--- src/rtl/dac_cfg_pkg.sv ---
// Constants and types for the DAC sync, FIFO and alarm configuration bank.
// Assumes one 20 MHz clock and a decoded register port from the serial interface.
`default_nettype none

package dac_cfg_pkg;

  // ==========================================================================
  // Register offsets
  localparam logic [7:0] SYNC_LAT_OFS  = 8'h02;
  localparam logic [7:0] FIFO_ALM_OFS  = 8'h03;
  localparam logic [7:0] CUR_SCALE_OFS = 8'h04;
  localparam logic [7:0] DIE_TEMP_OFS  = 8'h05;
  localparam logic [7:0] ALM_MASK_OFS  = 8'h06;
  localparam logic [7:0] ALM_FLAG_OFS  = 8'h07;

  // ==========================================================================
  // Reset values
  localparam logic [7:0] SYNC_LAT_RST  = 8'h00;
  localparam logic [7:0] FIFO_ALM_RST  = 8'h10;
  localparam logic [7:0] CUR_SCALE_RST = 8'hFF;
  localparam logic [7:0] ALM_MASK_RST  = 8'h00;
  localparam logic [7:0] ALM_FLAG_RST  = 8'h00;

  // ==========================================================================
  // Field positions
  localparam int SW_SYNC_BIT     = 5;
  localparam int SW_SYNC_SEL_BIT = 4;
  localparam int LAT_LSB         = 0;
  localparam int LAT_W           = 2;
  localparam int AUTO_CLR_BIT    = 7;
  localparam int PRELOAD_LSB     = 2;
  localparam int PRELOAD_W       = 3;
  localparam int NEAR2_EN_BIT    = 1;
  localparam int NEAR1_EN_BIT    = 0;
  localparam int SCALE_A_LSB     = 4;
  localparam int SCALE_B_LSB     = 0;
  localparam int SCALE_W         = 4;
  localparam int ALM_W           = 7;

  // Alarm flag bit positions
  localparam int STUCK_BIT    = 6;
  localparam int OVERRUN_BIT  = 5;
  localparam int MISMATCH_BIT = 3;
  localparam int NEAR2_BIT    = 1;
  localparam int NEAR1_BIT    = 0;
  localparam logic [6:0] ALM_USED = 7'h6B;

  // ==========================================================================
  // Timing and data
  localparam logic [6:0] GOOD_RUN = 7'h40;
  localparam int         MAX_LAT  = 3;
  localparam int         SAMPLE_W = 16;

  typedef struct packed {
    logic [SAMPLE_W-1:0] chan_a;
    logic [SAMPLE_W-1:0] chan_b;
  } dac_pair_t;

  typedef struct packed {
    logic       wr;
    logic       rd;
    logic [7:0] addr;
    logic [7:0] wdata;
  } reg_req_t;

endpackage

`default_nettype wire

--- src/rtl/dac_latency_line.sv ---
// Programmable delay line for the converter sample pair.
// Assumes the latency code is stable while data flows; output is registered.
`default_nettype none

module dac_latency_line
  import dac_cfg_pkg::*;
(
  input  wire logic            sys_clk_i,
  input  wire logic            rst_n_i,
  input  wire logic [LAT_W-1:0] latency_i,
  input  wire dac_pair_t       data_i,
  output var  dac_pair_t       data_o
);

  // ==========================================================================
  // State
  typedef struct packed {
    dac_pair_t [MAX_LAT-1:0] taps;
    dac_pair_t               out;
  } line_state_t;

  line_state_t st_reg;
  line_state_t st_next;

  always_comb begin
    st_next          = st_reg;
    st_next.taps[0]  = data_i;
    for (int i = 1; i < MAX_LAT; i++) begin
      st_next.taps[i] = st_reg.taps[i-1];
    end
    // Code zero bypasses the taps; one fixed output stage is always present
    if (latency_i == '0) begin
      st_next.out = data_i;
    end else begin
      st_next.out = st_reg.taps[latency_i - 2'd1];
    end
  end

  always_ff @(posedge sys_clk_i or negedge rst_n_i) begin
    if (!rst_n_i) begin
      st_reg <= '0;
    end else begin
      st_reg <= st_next;
    end
  end

  assign data_o = st_reg.out;

endmodule

`default_nettype wire

--- src/rtl/dac_sync_fifo_alarm_config.sv ---
// Sync, latency, FIFO alarm and output scale register bank of a dual DAC.
// Assumes a decoded register port from the serial interface, one clock.
// Alarm events, the polarity select and the sensor reading come from outside.
//
// Overview of operation
// - Software sync bit holds sync until cleared.
// - Select bit picks software sync, ignores strobe.
// - Latency field delays both channels one-four cycles.
// - Auto clear flags after 64 good samples.
// - FIFO reset loads read pointer preload value.
// - Two-away alarm reported only when enabled.
// - One-away alarm reported only when enabled.
// - Channel A current scale, sixteen steps.
// - Channel B current scale, sixteen steps.
// - Temperature register returns signed sensor reading.
// - Masked alarm never drives the alarm pin.
// - Masked alarm still recorded in flag register.
// - Mask bits active high, fixed alarm mapping.
// - Polarity select sets alarm pin active level.
// - Flags reset zero, host write clears them.
`default_nettype none

module dac_sync_fifo_alarm_config
  import dac_cfg_pkg::*;
(
  input  wire logic                 sys_clk_i,
  input  wire logic                 rst_n_i,
  // Decoded register access
  input  wire reg_req_t             reg_req_i,
  output var  logic [7:0]           reg_rdata_o,
  output var  logic                 reg_rvalid_o,
  // Sync
  input  wire logic                 fifo_input_strobe_i,
  output var  logic                 sync_o,
  // FIFO
  input  wire logic                 fifo_reset_i,
  output var  logic                 rd_ptr_load_o,
  output var  logic [PRELOAD_W-1:0] rd_ptr_preload_o,
  // Alarm sources, one-cycle pulses
  input  wire logic [ALM_W-1:0]     alarm_event_i,
  input  wire logic                 good_sample_i,
  input  wire logic                 alarm_polarity_sel_i,
  output var  logic                 alarm_serial_out_pin_o,
  // Converters
  input  wire logic [7:0]           die_temp_sensor_i,
  input  wire dac_pair_t            sample_i,
  output var  dac_pair_t            sample_o,
  output var  logic [SCALE_W-1:0]   chan_a_current_scale_o,
  output var  logic [SCALE_W-1:0]   chan_b_current_scale_o
);

  // ==========================================================================
  // State
  typedef struct packed {
    logic [7:0]           sync_lat;
    logic [7:0]           fifo_alm;
    logic [7:0]           cur_scale;
    logic [7:0]           alm_mask;
    logic [ALM_W-1:0]     flags;
    logic [6:0]           good_cnt;
    logic [7:0]           rdata;
    logic                 rvalid;
    logic                 sync;
    logic                 ptr_load;
    logic [PRELOAD_W-1:0] preload;
    logic                 pin;
  } bank_state_t;

  bank_state_t st_reg;
  bank_state_t st_next;

  logic [ALM_W-1:0]     alm_en;
  logic [ALM_W-1:0]     alm_set;
  logic [ALM_W-1:0]     alm_clr;
  logic [ALM_W-1:0]     alm_unmasked;
  logic                 pin_active;
  logic                 sw_sync;
  logic                 sw_sync_sel;
  logic                 auto_clr_en;
  logic                 near2_en;
  logic                 near1_en;
  logic                 run_done;
  logic [LAT_W-1:0]     latency;
  logic [PRELOAD_W-1:0] preload_val;
  logic [7:0]           rd_mux;

  // ==========================================================================
  // Field views of the control registers
  // Sync and latency register
  assign sw_sync     = st_reg.sync_lat[SW_SYNC_BIT];
  assign sw_sync_sel = st_reg.sync_lat[SW_SYNC_SEL_BIT];
  assign latency     = st_reg.sync_lat[LAT_LSB +: LAT_W];
  // FIFO and alarm register
  assign auto_clr_en = st_reg.fifo_alm[AUTO_CLR_BIT];
  assign preload_val = st_reg.fifo_alm[PRELOAD_LSB +: PRELOAD_W];
  assign near2_en    = st_reg.fifo_alm[NEAR2_EN_BIT];
  assign near1_en    = st_reg.fifo_alm[NEAR1_EN_BIT];
  // Counter parks at the run length while auto clear is off, so arming it clears at once
  assign run_done    = auto_clr_en && (st_reg.good_cnt == GOOD_RUN);

  // ==========================================================================
  // Read mux; the temperature is taken live at the read edge
  always_comb begin
    case (reg_req_i.addr)
      SYNC_LAT_OFS:  rd_mux = st_reg.sync_lat;
      FIFO_ALM_OFS:  rd_mux = st_reg.fifo_alm;
      CUR_SCALE_OFS: rd_mux = st_reg.cur_scale;
      DIE_TEMP_OFS:  rd_mux = die_temp_sensor_i;
      ALM_MASK_OFS:  rd_mux = st_reg.alm_mask;
      ALM_FLAG_OFS:  rd_mux = {1'b0, st_reg.flags};
      // Unmapped addresses read as zero; there is no error response
      default:       rd_mux = 8'h00;
    endcase
  end

  // ==========================================================================
  // Next state
  always_comb begin
    st_next = st_reg;

    // Near-pointer alarms are gated before latching, so disabled ones never appear
    alm_en               = ALM_USED;
    alm_en[NEAR2_BIT]    = near2_en;
    alm_en[NEAR1_BIT]    = near1_en;
    alm_set              = alarm_event_i & alm_en;
    alm_clr              = '0;

    // Register writes
    // Writes to the read-only temperature offset fall to the default and are lost
    if (reg_req_i.wr) begin
      case (reg_req_i.addr)
        SYNC_LAT_OFS:  st_next.sync_lat  = reg_req_i.wdata;
        FIFO_ALM_OFS:  st_next.fifo_alm  = reg_req_i.wdata;
        CUR_SCALE_OFS: st_next.cur_scale = reg_req_i.wdata;
        ALM_MASK_OFS:  st_next.alm_mask  = reg_req_i.wdata;
        ALM_FLAG_OFS:  alm_clr           = reg_req_i.wdata[ALM_W-1:0];
        default:       st_next.sync_lat  = st_reg.sync_lat;
      endcase
    end

    // Good-sample run; any new latched alarm restarts it
    if (alm_set != '0) begin
      st_next.good_cnt = '0;
    end else if (good_sample_i && st_reg.good_cnt != GOOD_RUN) begin
      st_next.good_cnt = st_reg.good_cnt + 7'h01;
    end
    if (run_done) begin
      alm_clr          = '1;
      st_next.good_cnt = '0;
    end

    // Set wins over clear; masked alarms are still recorded
    // Bits 4 and 2 have no source and always read zero
    st_next.flags = ((st_reg.flags & ~alm_clr) | alm_set) & ALM_USED;

    // Reads
    st_next.rvalid = reg_req_i.rd;
    if (reg_req_i.rd) begin
      st_next.rdata = rd_mux;
    end

    // Software sync replaces the strobe entirely when selected
    if (sw_sync_sel) begin
      st_next.sync = sw_sync;
    end else begin
      st_next.sync = fifo_input_strobe_i;
    end

    // Preload captured at the reset pulse, so later writes leave it alone
    st_next.ptr_load = fifo_reset_i;
    if (fifo_reset_i) begin
      st_next.preload = preload_val;
    end

    // Pin is built from the next flags and mask, so it moves on the same edge as the flags
    alm_unmasked = st_next.flags & ~st_next.alm_mask[ALM_W-1:0];
    pin_active   = |alm_unmasked;
    // Polarity is a live input, so flipping it moves the pin on the next edge
    st_next.pin  = alarm_polarity_sel_i ? pin_active : ~pin_active;
  end

  always_ff @(posedge sys_clk_i or negedge rst_n_i) begin
    if (!rst_n_i) begin
      st_reg           <= '0;
      st_reg.sync_lat  <= SYNC_LAT_RST;
      st_reg.fifo_alm  <= FIFO_ALM_RST;
      st_reg.cur_scale <= CUR_SCALE_RST;
      st_reg.alm_mask  <= ALM_MASK_RST;
      st_reg.flags     <= ALM_FLAG_RST[ALM_W-1:0];
      // Idle pin level of the active-low default
      st_reg.pin       <= 1'b1;
    end else begin
      st_reg <= st_next;
    end
  end

  // ==========================================================================
  // Output delay
  // A latency change while samples flow repeats or skips up to three of them
  dac_latency_line u_latency (
    .sys_clk_i (sys_clk_i),
    .rst_n_i   (rst_n_i),
    .latency_i (latency),
    .data_i    (sample_i),
    .data_o    (sample_o)
  );

  assign reg_rdata_o            = st_reg.rdata;
  assign reg_rvalid_o           = st_reg.rvalid;
  assign sync_o                 = st_reg.sync;
  assign rd_ptr_load_o          = st_reg.ptr_load;
  assign rd_ptr_preload_o       = st_reg.preload;
  assign alarm_serial_out_pin_o = st_reg.pin;
  assign chan_a_current_scale_o = st_reg.cur_scale[SCALE_A_LSB +: SCALE_W];
  assign chan_b_current_scale_o = st_reg.cur_scale[SCALE_B_LSB +: SCALE_W];

endmodule

`default_nettype wire

--- config.mk ---
export PLATFORM = sky130hd
export DESIGN_NAME = dac_sync_fifo_alarm_config
export DESIGN_NICKNAME = d
export VERILOG_FILES = /design/src/rtl/dac_cfg_pkg.sv /design/src/rtl/dac_latency_line.sv /design/src/rtl/dac_sync_fifo_alarm_config.sv
export SDC_FILE = /design/constraint.sdc
export NUM_CORES = 1
export LEC_CHECK = 0
export ABC_CLOCK_PERIOD_IN_PS = 2300
export BUFFER_PORTS_ARGS = -buffer_cell sky130_fd_sc_hd__clkbuf_2
export CORE_UTILIZATION = 35
export DETAILED_ROUTE_END_ITERATION = 8
export GPL_TIMING_DRIVEN = 0
export PLACE_DENSITY_LB_ADDON = 0.08
export SYNTH_ARGS = -nofsm -noshare
export SYNTH_HDL_FRONTEND = slang
export SYNTH_SLANG_ARGS = --single-unit
--- constraint.sdc ---
create_clock -name sys_clk_i -period 2.3 [get_ports sys_clk_i]
set_clock_uncertainty 0.15 [all_clocks]
set_input_delay 0 -clock sys_clk_i [delete_from_list [all_inputs] [get_ports sys_clk_i]]
set_output_delay 0 -clock sys_clk_i [all_outputs]
set_load 0.01 [all_outputs]
==> results of run 1 <==
## final timing paths
kind | cells after the start | endpoint | slack, ns | start
setup / recovery | 7 | st_reg[22] | 0.07 | st_reg[16]
hold / removal | 2 | u_latency.data_o[8] | -0.02 | rst_n_i
setup reg to reg | 7 | st_reg[22] | 0.07 | st_reg[16]
hold reg to reg | 0 | u_latency.st_reg[118] | 0.23 | u_latency.st_next[118]
max in group asynchronous | 3 | u_latency.st_next[126] | 1.04 | rst_n_i
min in group sys_clk_i | 4 | reg_rdata_o[3] | 0.06 | reg_req_i[11]
## worst max-delay path, delay by kind of cell, from the launching register on
family	cells	cell delay [ns]
simple gates	2	0.36
fa+ha+maj	1	0.14
compound gates	1	0.27
flops	1	0.41
buf+inv	3	0.79
## Yosys cell counts, types with 4 or more instances
library cell and n:
nor2_1 41, inv_1 18, dfrtp_1 177, buf_2 6
buf_4 54, a21oi_1 40, o22ai_1 8, xnor2_1 4
mux4_2 5, nand2_1 41, mux2i_1 37, o21ai_0 35
dfstp_2 10, mux2_2 35, nand4_1 7, clkbuf_1 16
a32o_1 7
## cell families after synthesis
| family | after synthesis | share of synthesized area |
|---|---|---|
| AO/OA/AOI/OAI | 101 | 0.0804 |
| XOR/XNOR | 6 | 0.00710 |
| adder cells (fa/ha/maj) | 3 | 0.00507 |
| buffers and inverters | 95 | 0.0766 |
| flip-flops | 187 | 0.634 |
| multiplexers | 79 | 0.123 |
| AND/OR/NAND/NOR | 109 | 0.0745 |
## power groups by stage
stage | Clock, W | Sequential, W | Combinational, W
after floorplan | 0 | 0.00359 | 0.000404
after global placement | 0 | 0.00361 | 0.000698
after detailed placement | 0 | 0.00361 | 0.000713
after CTS | 0.00297 | 0.00355 | 0.000821
after global routing | 0.00309 | 0.00357 | 0.000898
final | 0.00288 | 0.00355 | 0.000813
## layout make-up
type | count | area (sq um)
clock inverter | 13 | 135
tap | 270 | 338
inverter | 18 | 67.6
sequential | 187 | 4690
fill | 1889 | 10800
buffer | 75 | 559
clock buffer | 19 | 453
timing repair buffer | 185 | 1270
multi-input combinational | 298 | 2170
## placed cells by master (no fill, tap or decap), types with 7 or more instances in the layout
master | synthesis | routed
dfrtp_1 | 177 | 177
clkbuf_2 | 0 | 127
dlygate4sd3_1 | 0 | 59
buf_4 | 54 | 57
nor2_1 | 41 | 41
nand2_1 | 41 | 41
a21oi_1 | 40 | 40
mux2i_1 | 37 | 37
o21ai_0 | 35 | 35
mux2_2 | 35 | 35
inv_1 | 18 | 17
clkbuf_16 | 0 | 17
dfstp_2 | 10 | 10
o22ai_1 | 8 | 8
clkbuf_8 | 0 | 7
nand4_1 | 7 | 7
## routing by layer
metal / part of all wire / GRT usage / vias up
met2: 0.48 / 0.263 / 101
met5: 0 / 0 / -
met4: 0.0086 / 0.0418 / 0
li1: - / - / 2350
met3: 0.036 / 0.0370 / 7
met1: 0.47 / 0.214 / 2425
## per-stage QoR
stage / area (sq um) / power (W)
2_1_floorplan: 7400 / 0.00399
3_3_place_gp: 8350 / 0.00431
3_5_place_dp: 8380 / 0.00433
4_1_cts: 9630 / 0.00734
5_1_grt: 9680 / 0.00756
6_report: 9680 / 0.00724
## what timing repair did
| item | 4_1_cts | 5_1_grt |
|---|---|---|
| hold buffers | 59 | 0 |
| pin swaps | 1 | 1 |
| setup buffers | 2 | 2 |
| setup endpoints to repair | 33 | 27 |
| resized for setup | 23 | 8 |
| hold endpoints to repair | 193 | 0 |
==> flow_summary.ini, run 1 <==
[logic_synthesis]
synth_top_area_frac = 0.598
yosys.area.top_type = dfrtp_1
yosys-top-cells-area = dfrtp_1 (60%), buf_4 (5.5%), mux2_2 (5.3%)
synth.avg_cell_area_sq_um = 12.8
ys.warnings.count = 0
synth_cells = 580
synth_flop_cell = dfrtp_1
syn_nets = 654
synth.cell_area_sq_um = 7400
ys_seq_area_frac = 0.634
ys_types = 42
synthArstFlopShare = 1.00
synth_edf_count = 0
synth-seq-cells = 187

[power]
p_comb_frac = 0.112
p_leak_nw = 4.48
p_clk_frac = 0.397
switching_share = 0.246
pwr-share-seq = 0.491
net-switching-power_w = 0.00178
powerDensity_nw_per_um2 = 748
ir_drop_uv = 517
intPower_w = 0.00546

[placement]
dp.cells = 972
portBuffers = 121
dp_hpwl_mm = 10.9
dpl_worst_slack_ns = -0.775
gp_congestion = 0.790

[run]
drv_cap = 0

[global_routing]
grt_start_max_net_pins = 118
grt_pass1_wl_mm = 26.9
grt_pass1_vias = 5095
antenna_found_initial = 0
grt_usage = 0.160
overflow = 0

[clocking]
cts-buffers-inserted = 17
worstSkewPairLatency_ns = 0.42
max-clock-path-buffers = 2
cts-root-buf = clkbuf_16
tritoncts = built
path_clk_slew_ns = 0.07
htree_levels = 4
cts_num_sinks = 187

[setup_path]
slowest_stage = dlygate4sd3_1
crit_chain = inv_1 -> ha_1 -> nor4b_4 -> nand4b_1 -> buf_6 -> a32o_2 -> dlygate4sd3_1
cp.arrival_ns = 2.38
path_class = reg2reg
end_kind = flop
cp.required_ns = 2.45
cpPeakStageDelay_ns = 0.56
critPathMaxFanout = 6
critPathLaunchType = flop

[layout]
final_util = 0.472
nets = 856
largest_register_ffs = 64
drive_gt1_frac = 0.370
diodes = 0
finalNonFillerCells = 1065
area_growth_pct = 30.7

[run_status]
violations = hold timing
status = finished with violations

[floorplan]
placementRows = 52
die_w_microns = 147
io-pin-count = 126
die_h_microns = 147
core_sq_um = 20500
start_util = 0.361
dieArea_sq_um = 21700

[detailed_routing]
wl_per_cell_microns = 15.4
drt_iter0_markers = 266
avgViaCountPerCell = 4.58
first_pass_iters = 5
postRouteAntennaNets = 0
drt-total-wl_mm = 16.5
dr_total_vias = 4883
drcViolationCount = 0

[worst_hold_path]
worst_hold_path_type = in2async

[timing]
fin_tns_setup_ns = 0
setup_viol = 0
worstMarginPinSlew_ns = 0.738
worst_slack_ns = 0.0696
rsz0062_at_grt = yes
hold_violations = 2
max_freq_mhz = 448
post-route-period-util = 0.970
fin_crit_ns = 2.23
relSlewSlack = 0.506
timing.hold.ws_ns = -0.0160
drv_slew = 0
(Power assumes the default switching activity.)
==> run 2, diff against run 1 <==
- ABC_AREA: not set -> 1
- GPL_TIMING_DRIVEN: 0 -> not set
==> run 2 against run 1 <==
Maximum frequency is 1.8% higher. Non-clock buffer count is 49 lower. Clock-buffer cell count is 2 higher. Setup slack better by 0.039 ns. Final area is 2.8% lower. Sequential power hardly changed. Global-route usage is 1.4 points higher. Sequential cell count stayed put. Worst hold slack better by 0.016 ns. The run still ends with hold timing left. Critical path type is now in2reg. Final cell count is 8.5% higher. Area after synthesis is 1.2% higher.
==> flow_summary.ini, run 2 <==
[run_status]
status = finished with violations
violations = hold timing

[logic_synthesis]
synth_top_area_frac = 0.591
ys_seq_area_frac = 0.626
syn_nets = 789
yosys-top-cells-area = dfrtp_1 (59%), nand2_1 (5.3%), buf_4 (5.1%)
yosys.area.top_type = dfrtp_1
ys.warnings.count = 0
ys_top_cells_by_count = dfrtp_1 (177), nand2_1 (105), a21oi_1 (68)
synth_cells = 715
synth_flop_cell = dfrtp_1
synth.avg_cell_area_sq_um = 10.5
synthArstFlopShare = 1.00
synth-seq-cells = 187
synth.cell_area_sq_um = 7490
ys_types = 34
synth_most_common_cell = dfrtp_1
synth_edf_count = 0

[floorplan]
io-pin-count = 126
placementRows = 53
die_w_microns = 148
die_h_microns = 148
core_sq_um = 21000
start_util = 0.356
dieArea_sq_um = 22000

[power]
powerDensity_nw_per_um2 = 770
ir_drop_uv = 418
intPower_w = 0.00546
p_leak_nw = 4.44
switching_share = 0.245
pwr-share-seq = 0.493
p_comb_frac = 0.099
net-switching-power_w = 0.00178
p_clk_frac = 0.408

[layout]
final_common_cell = dfrtp_1
area_growth_pct = 25.6
diodes = 0
drive_gt1_frac = 0.241
layout.area.seq_sq_um = 4690
multi_input_area_sq_um = 2080
largest_register_ffs = 64
layout_common_cells = dfrtp_1 (177), clkbuf_2 (122), nand2_1 (105)
nFillCells = 2026
nets = 941

[setup_path]
crit_chain = dlygate4sd3_1 -> clkbuf_2 -> nor2_4 -> dlygate4sd3_1 -> nand4_1 -> nand2_1 -> dlygate4sd3_1
critPathMaxFanout = 7
path_buf_inv = 4
rr_worst_depth = 9
r2r_end = st_reg[22]
reg2reg_from = st_reg[15]
path_delay_family = buffers and inverters
path_class = in2reg
cp.required_ns = 2.51
cp_common_cell = dlygate4sd3_1
slowest_stage = dlygate4sd3_1
cp.arrival_ns = 2.40
cp.depth = 7
critPathLaunchType = input port
cpPeakStageDelay_ns = 0.66
end_kind = flop
r2r_slack_ns = 0.23

[clocking]
htree_levels = 4
cts_num_sinks = 187
cts-root-buf = clkbuf_16
cts-buffers-inserted = 17
max-clock-path-buffers = 2
worstSkewPairLatency_ns = 0.43
path_clk_slew_ns = 0.07
tritoncts = built

[timing]
setup_viol = 0
relSlewSlack = 0.543
timing.hold.ws_ns = -0.000329
fin_tns_setup_ns = 0
fin_crit_ns = 2.19
hold_violations = 1
rsz0062_at_grt = no
worstMarginPinSlew_ns = 0.686
drv_slew = 0
max_freq_mhz = 456
post-route-period-util = 0.953

[detailed_routing]
avgViaCountPerCell = 4.72
dr_total_vias = 5449
drt-total-wl_mm = 18.0
drt_iter0_markers = 293
wl_per_cell_microns = 15.6
first_pass_iters = 4
postRouteAntennaNets = 0
drcViolationCount = 0

[global_routing]
grt_start_max_net_pins = 81
overflow = 0
antenna_found_initial = 0
grt_usage = 0.174
grt_pass1_wl_mm = 29.1
grt_pass1_vias = 5534

[run]
drv_cap = 0

[placement]
portBuffers = 123
dp_hpwl_mm = 11.8
gp_congestion = 0.763

[worst_hold_path]
worst_hold_path_type = in2async
-- run 2: layout make-up --
class / instances / share of cell area
Clock buffer: 21 / 0.0490
Clock inverter: 11 / 0.0144
Inverter: 54 / 0.0216
Multi-Input combinational cell: 396 / 0.221
Sequential cell: 187 / 0.499
Tap cell: 275 / 0.0366
Timing Repair Buffer: 211 / 0.158
-- run 2: worst max-delay path by stage --
stage	from	to	slack (ns)
4_1_cts	st_reg[15]	st_reg[28]	0.15
3_3_place_gp	st_reg[15]	alarm_serial_out_pin_o	0.50
5_1_grt	reg_req_i[8]	st_reg[34]	0.01
2_1_floorplan	latency[0]	u_latency.data_o[10]	0.22
6_report	reg_req_i[8]	st_reg[34]	0.11
3_5_place_dp	st_reg[15]	alarm_serial_out_pin_o	0.41
-- run 2: routing by layer --
layer / global-route usage / wire, microns / vias up
met1: 0.240 / 8570 / 2708
met3: 0.0304 / 598 / 17
met4: 0.0562 / 213 / 0
met2: 0.279 / 8660 / 119
met5: 0 / 0 / -
li1: - / - / 2605
-- run 2: power groups by stage --
stage / Sequential, W / Combinational [W] / Clock, W
2_1_floorplan: 0.00360 / 0.000407 / 0
3_5_place_dp: 0.00363 / 0.000636 / 0
6_report: 0.00357 / 0.000718 / 0.00295
5_1_grt: 0.00359 / 0.000803 / 0.00320
4_1_cts: 0.00357 / 0.000735 / 0.00305
3_3_place_gp: 0.00362 / 0.000627 / 0
-- run 2: per-stage QoR --
stage,util,instance area (sq um),total power (W),cells,setup WS (ns)
2_1_floorplan,-,7490,0.00401,715,0.217
3_3_place_gp,0.385,8090,0.00425,1051,0.496
3_5_place_dp,0.385,8090,0.00427,1051,0.406
4_1_cts,0.447,9400,0.00735,1154,0.148
5_1_grt,0.447,9410,0.00759,1155,0.0143
6_report,0.447,9410,0.00724,1155,0.109
-- run 2: what timing repair did --
| action | 4_1_cts | 5_1_grt |
|---|---|---|
| endpoints found under the hold margin | 254 | 0 |
| setup buffers | 0 | 1 |
| setup endpoints to repair | 0 | 2 |
| hold buffers | 71 | 0 |
| resized for setup | 0 | 0 |
-- run 2: kinds of logic (layout without fill, tap and decap cells) --
| logic type | Yosys count | count (layout) | synth area share |
|---|---|---|---|
| buffers and inverters | 132 | 297 | 0.0967 |
| adders and majority gates | 3 | 3 | 0.00501 |
| AOI/OAI and AO/OA | 183 | 183 | 0.139 |
| muxes | 4 | 4 | 0.00601 |
| DFF | 187 | 187 | 0.626 |
| and+or+nand+nor | 205 | 205 | 0.125 |
| xor gates and xnor gates | 1 | 1 | 0.00117 |
==> run 3, diff against run 2 <==
- SYNTH_HIERARCHICAL: not set -> 1
==> run 3 against run 2 <==
The run now ends clean. Synthesized cell count rose by 22%. Setup slack improved by 0.084 ns. Power up 1.2%. Maximum frequency up 4.0%. Critical path depth increased by 1. Combinational power rose by 23%. Via count increased by 6.5%. Die area up 10%. Non-clock buffer count shrank 7. Worst hold slack better by 0.028 ns. Sequential cell count unchanged. Critical path type is now reg2reg. Largest power group unchanged. Highest routed layer unchanged.
==> flow_summary.ini, run 3 <==
[run_status]
status = finished clean

[layout]
multi_input_area_sq_um = 2510
area_growth_pct = 21.8
layout.area.seq_sq_um = 4700
final_cell_area_sq_um = 10100
largest_register_ffs = 64
drive_gt1_frac = 0.283
finalNonFillerCells = 1336
final_common_cell = dfrtp_1
nFillCells = 2283
nets = 1085
layout_common_cells = dfrtp_1 (176), nand2_1 (160), clkbuf_2 (122)
diodes = 0

[power]
ir_drop_uv = 482
powerDensity_nw_per_um2 = 729
p_leak_nw = 4.90

[setup_path]
crit_start = st_reg[15]
critPathLaunchType = flop
path_class = reg2reg
crit_chain = inv_1 -> ha_1 -> nand2_1 -> inv_1 -> nand4_1 -> nand3_1 -> nand2_1 -> dlygate4sd3_1
r2r_end = st_reg[23]
critPathCapture = st_reg[23]
critPathMaxFanout = 6
reg2reg_from = st_reg[15]
cpPeakStageDelay_ns = 0.55
slowest_stage = dlygate4sd3_1
cp.required_ns = 2.46
cp.arrival_ns = 2.27
r2r_slack_ns = 0.19
end_kind = flop
rr_worst_depth = 8

[detailed_routing]
drt_iter0_markers = 267
first_pass_iters = 4
wl_per_cell_microns = 14.1
avgViaCountPerCell = 4.34
dr_total_vias = 5803
postRouteAntennaNets = 0
drt-total-wl_mm = 18.8
drcViolationCount = 0

[logic_synthesis]
synth_mux_area_frac = 0.00409
synth_cells = 871
synthArstFlopShare = 1.00
synth.cell_area_sq_um = 8250
ys_seq_area_frac = 0.569
synthSimpleGateAreaFrac = 0.219
syn_nets = 945
synth_most_common_cell = dfrtp_1
synth_compound_area_frac = 0.0740
yosys-top-cells-area = dfrtp_1 (54%), nand2_1 (7.3%), buf_4 (5.7%)
ys_top_cells_by_count = dfrtp_1 (177), nand2_1 (160), inv_1 (107)
yosys.area.top_type = dfrtp_1
synth.avg_cell_area_sq_um = 9.47
synthXorXnorAreaFrac = 0.00106
synth_flop_cell = dfrtp_1
ys_types = 35
synth-adder-area-share = 0.00455
synth-seq-cells = 187
synth_edf_count = 0
synth_top_area_frac = 0.537
synth_top_family_by_area = simple AND/OR/NAND/NOR gates
ys.warnings.count = 6

[placement]
gp_congestion = 0.792
dpl_worst_slack_ns = 0.452
portBuffers = 123
dp.cells = 1237
place_area_sq_um = 8790
dp_hpwl_mm = 11.8

[floorplan]
die_w_microns = 156
core_sq_um = 22800
placementRows = 55
io-pin-count = 126
start_util = 0.361
die_h_microns = 156
dieArea_sq_um = 24200

[clocking]
cts-buffers-inserted = 17
cts_setup_buffers = 0
path_clk_slew_ns = 0.07
cts-root-buf = clkbuf_16
worstSkewPairLatency_ns = 0.43
tritoncts = built
htree_levels = 4
cts_resized = 0
cts_num_sinks = 187
max-clock-path-buffers = 2

[timing]
timing.hold.ws_ns = 0.0274
rsz0062_at_grt = no
fin_crit_ns = 2.11
worstMarginPinSlew_ns = 0.936
hold_violations = 0
drv_slew = 0
relSlewSlack = 0.376
post-route-period-util = 0.916
worst_slack_ns = 0.193
setup_viol = 0
fin_tns_setup_ns = 0
max_freq_mhz = 475

[global_routing]
grt_pass1_vias = 5832
antenna_found_initial = 0
grt_pass1_wl_mm = 31.4
grt_start_max_net_pins = 67
overflow = 0
grt_usage = 0.169

[worst_hold_path]
worst_hold_path_type = in2async

[run]
drv_cap = 0
run 3: cell count changes in the layout (fill, tap and decap cells not counted), moves of 7 or more:
cell and delta:
a21oi_1 -46, nand2_2 +34, nand3_1 +36, o21ai_1 +17
nor2_1 +42, a21oi_2 +29, nand4_1 -10, inv_1 +60
buf_4 -7, o21ai_2 -8, nand2_1 +55, nor2_2 +30
o21ai_0 -51, o21a_1 -32
run 3: worst max-delay path, delay by kind of cell (launching register included):
kind / cells / cell delay [ns]
buf+inv: 3 / 0.72
simple gates: 4 / 0.60
flops: 1 / 0.38
fa+ha+maj: 1 / 0.15
run 3: layout make-up:
class	count	area share
Clock inverter	9	0.00884
Clock buffer	22	0.0472
Sequential cell	187	0.467
Timing Repair Buffer	204	0.148
Multi-Input combinational cell	492	0.250
Tap cell	313	0.0390
Inverter	109	0.0407
run 3: routing by layer:
metal,vias up,wire (microns),track usage
li1,2929,-,-
met1,2755,9420,0.239
met2,109,8610,0.263
met3,10,672,0.0358
met4,0,130,0.0425
met5,-,0,0
run 3: cells by family (layout without fill, tap and decap cells):
kind of cell,after synthesis,count (layout)
multiplexers,3,3
flip-flops,187,187
XOR/XNOR,1,1
AO/OA/AOI/OAI,94,94
AND/OR/NAND/NOR,391,391
buffers and inverters,192,344
adder cells (fa/ha/maj),3,3
run 3: timing repair:
item | in CTS | in global routing
hold buffers | 68 | 0
setup endpoints to repair | 0 | 0
endpoints found under the hold margin | 305 | 0
run 3: worst min-delay path by stage:
stage,cells after the start,from,to,slack (ns)
global route,2,rst_n_i,chan_a_current_scale_o[3],0.02
finish,2,rst_n_i,chan_a_current_scale_o[3],0.03
detailed placement,1,rst_n_i,st_reg[34],-0.14
CTS,2,rst_n_i,chan_a_current_scale_o[3],0.01
floorplan,0,rst_n_i,async pin,-0.45
global placement,1,rst_n_i,st_reg[34],-0.14
run 3: where the power goes:
part / internal [W] / switching (W) / total, W
logic: 0.000368 / 0.000517 / 0.000885
clock network: 0.00158 / 0.00127 / 0.00285
registers: 0.00349 / 0.0000920 / 0.00359
total: 0.00544 / 0.00188 / 0.00732
run 3: metrics by stage:
| stage | total power, W | util |
|---|---|---|
| 2_1_floorplan | 0.00419 | - |
| 3_3_place_gp | 0.00445 | 0.385 |
| 3_5_place_dp | 0.00445 | 0.385 |
| 4_1_cts | 0.00746 | 0.440 |
| 5_1_grt | 0.00770 | 0.440 |
| 6_report | 0.00732 | 0.440 |
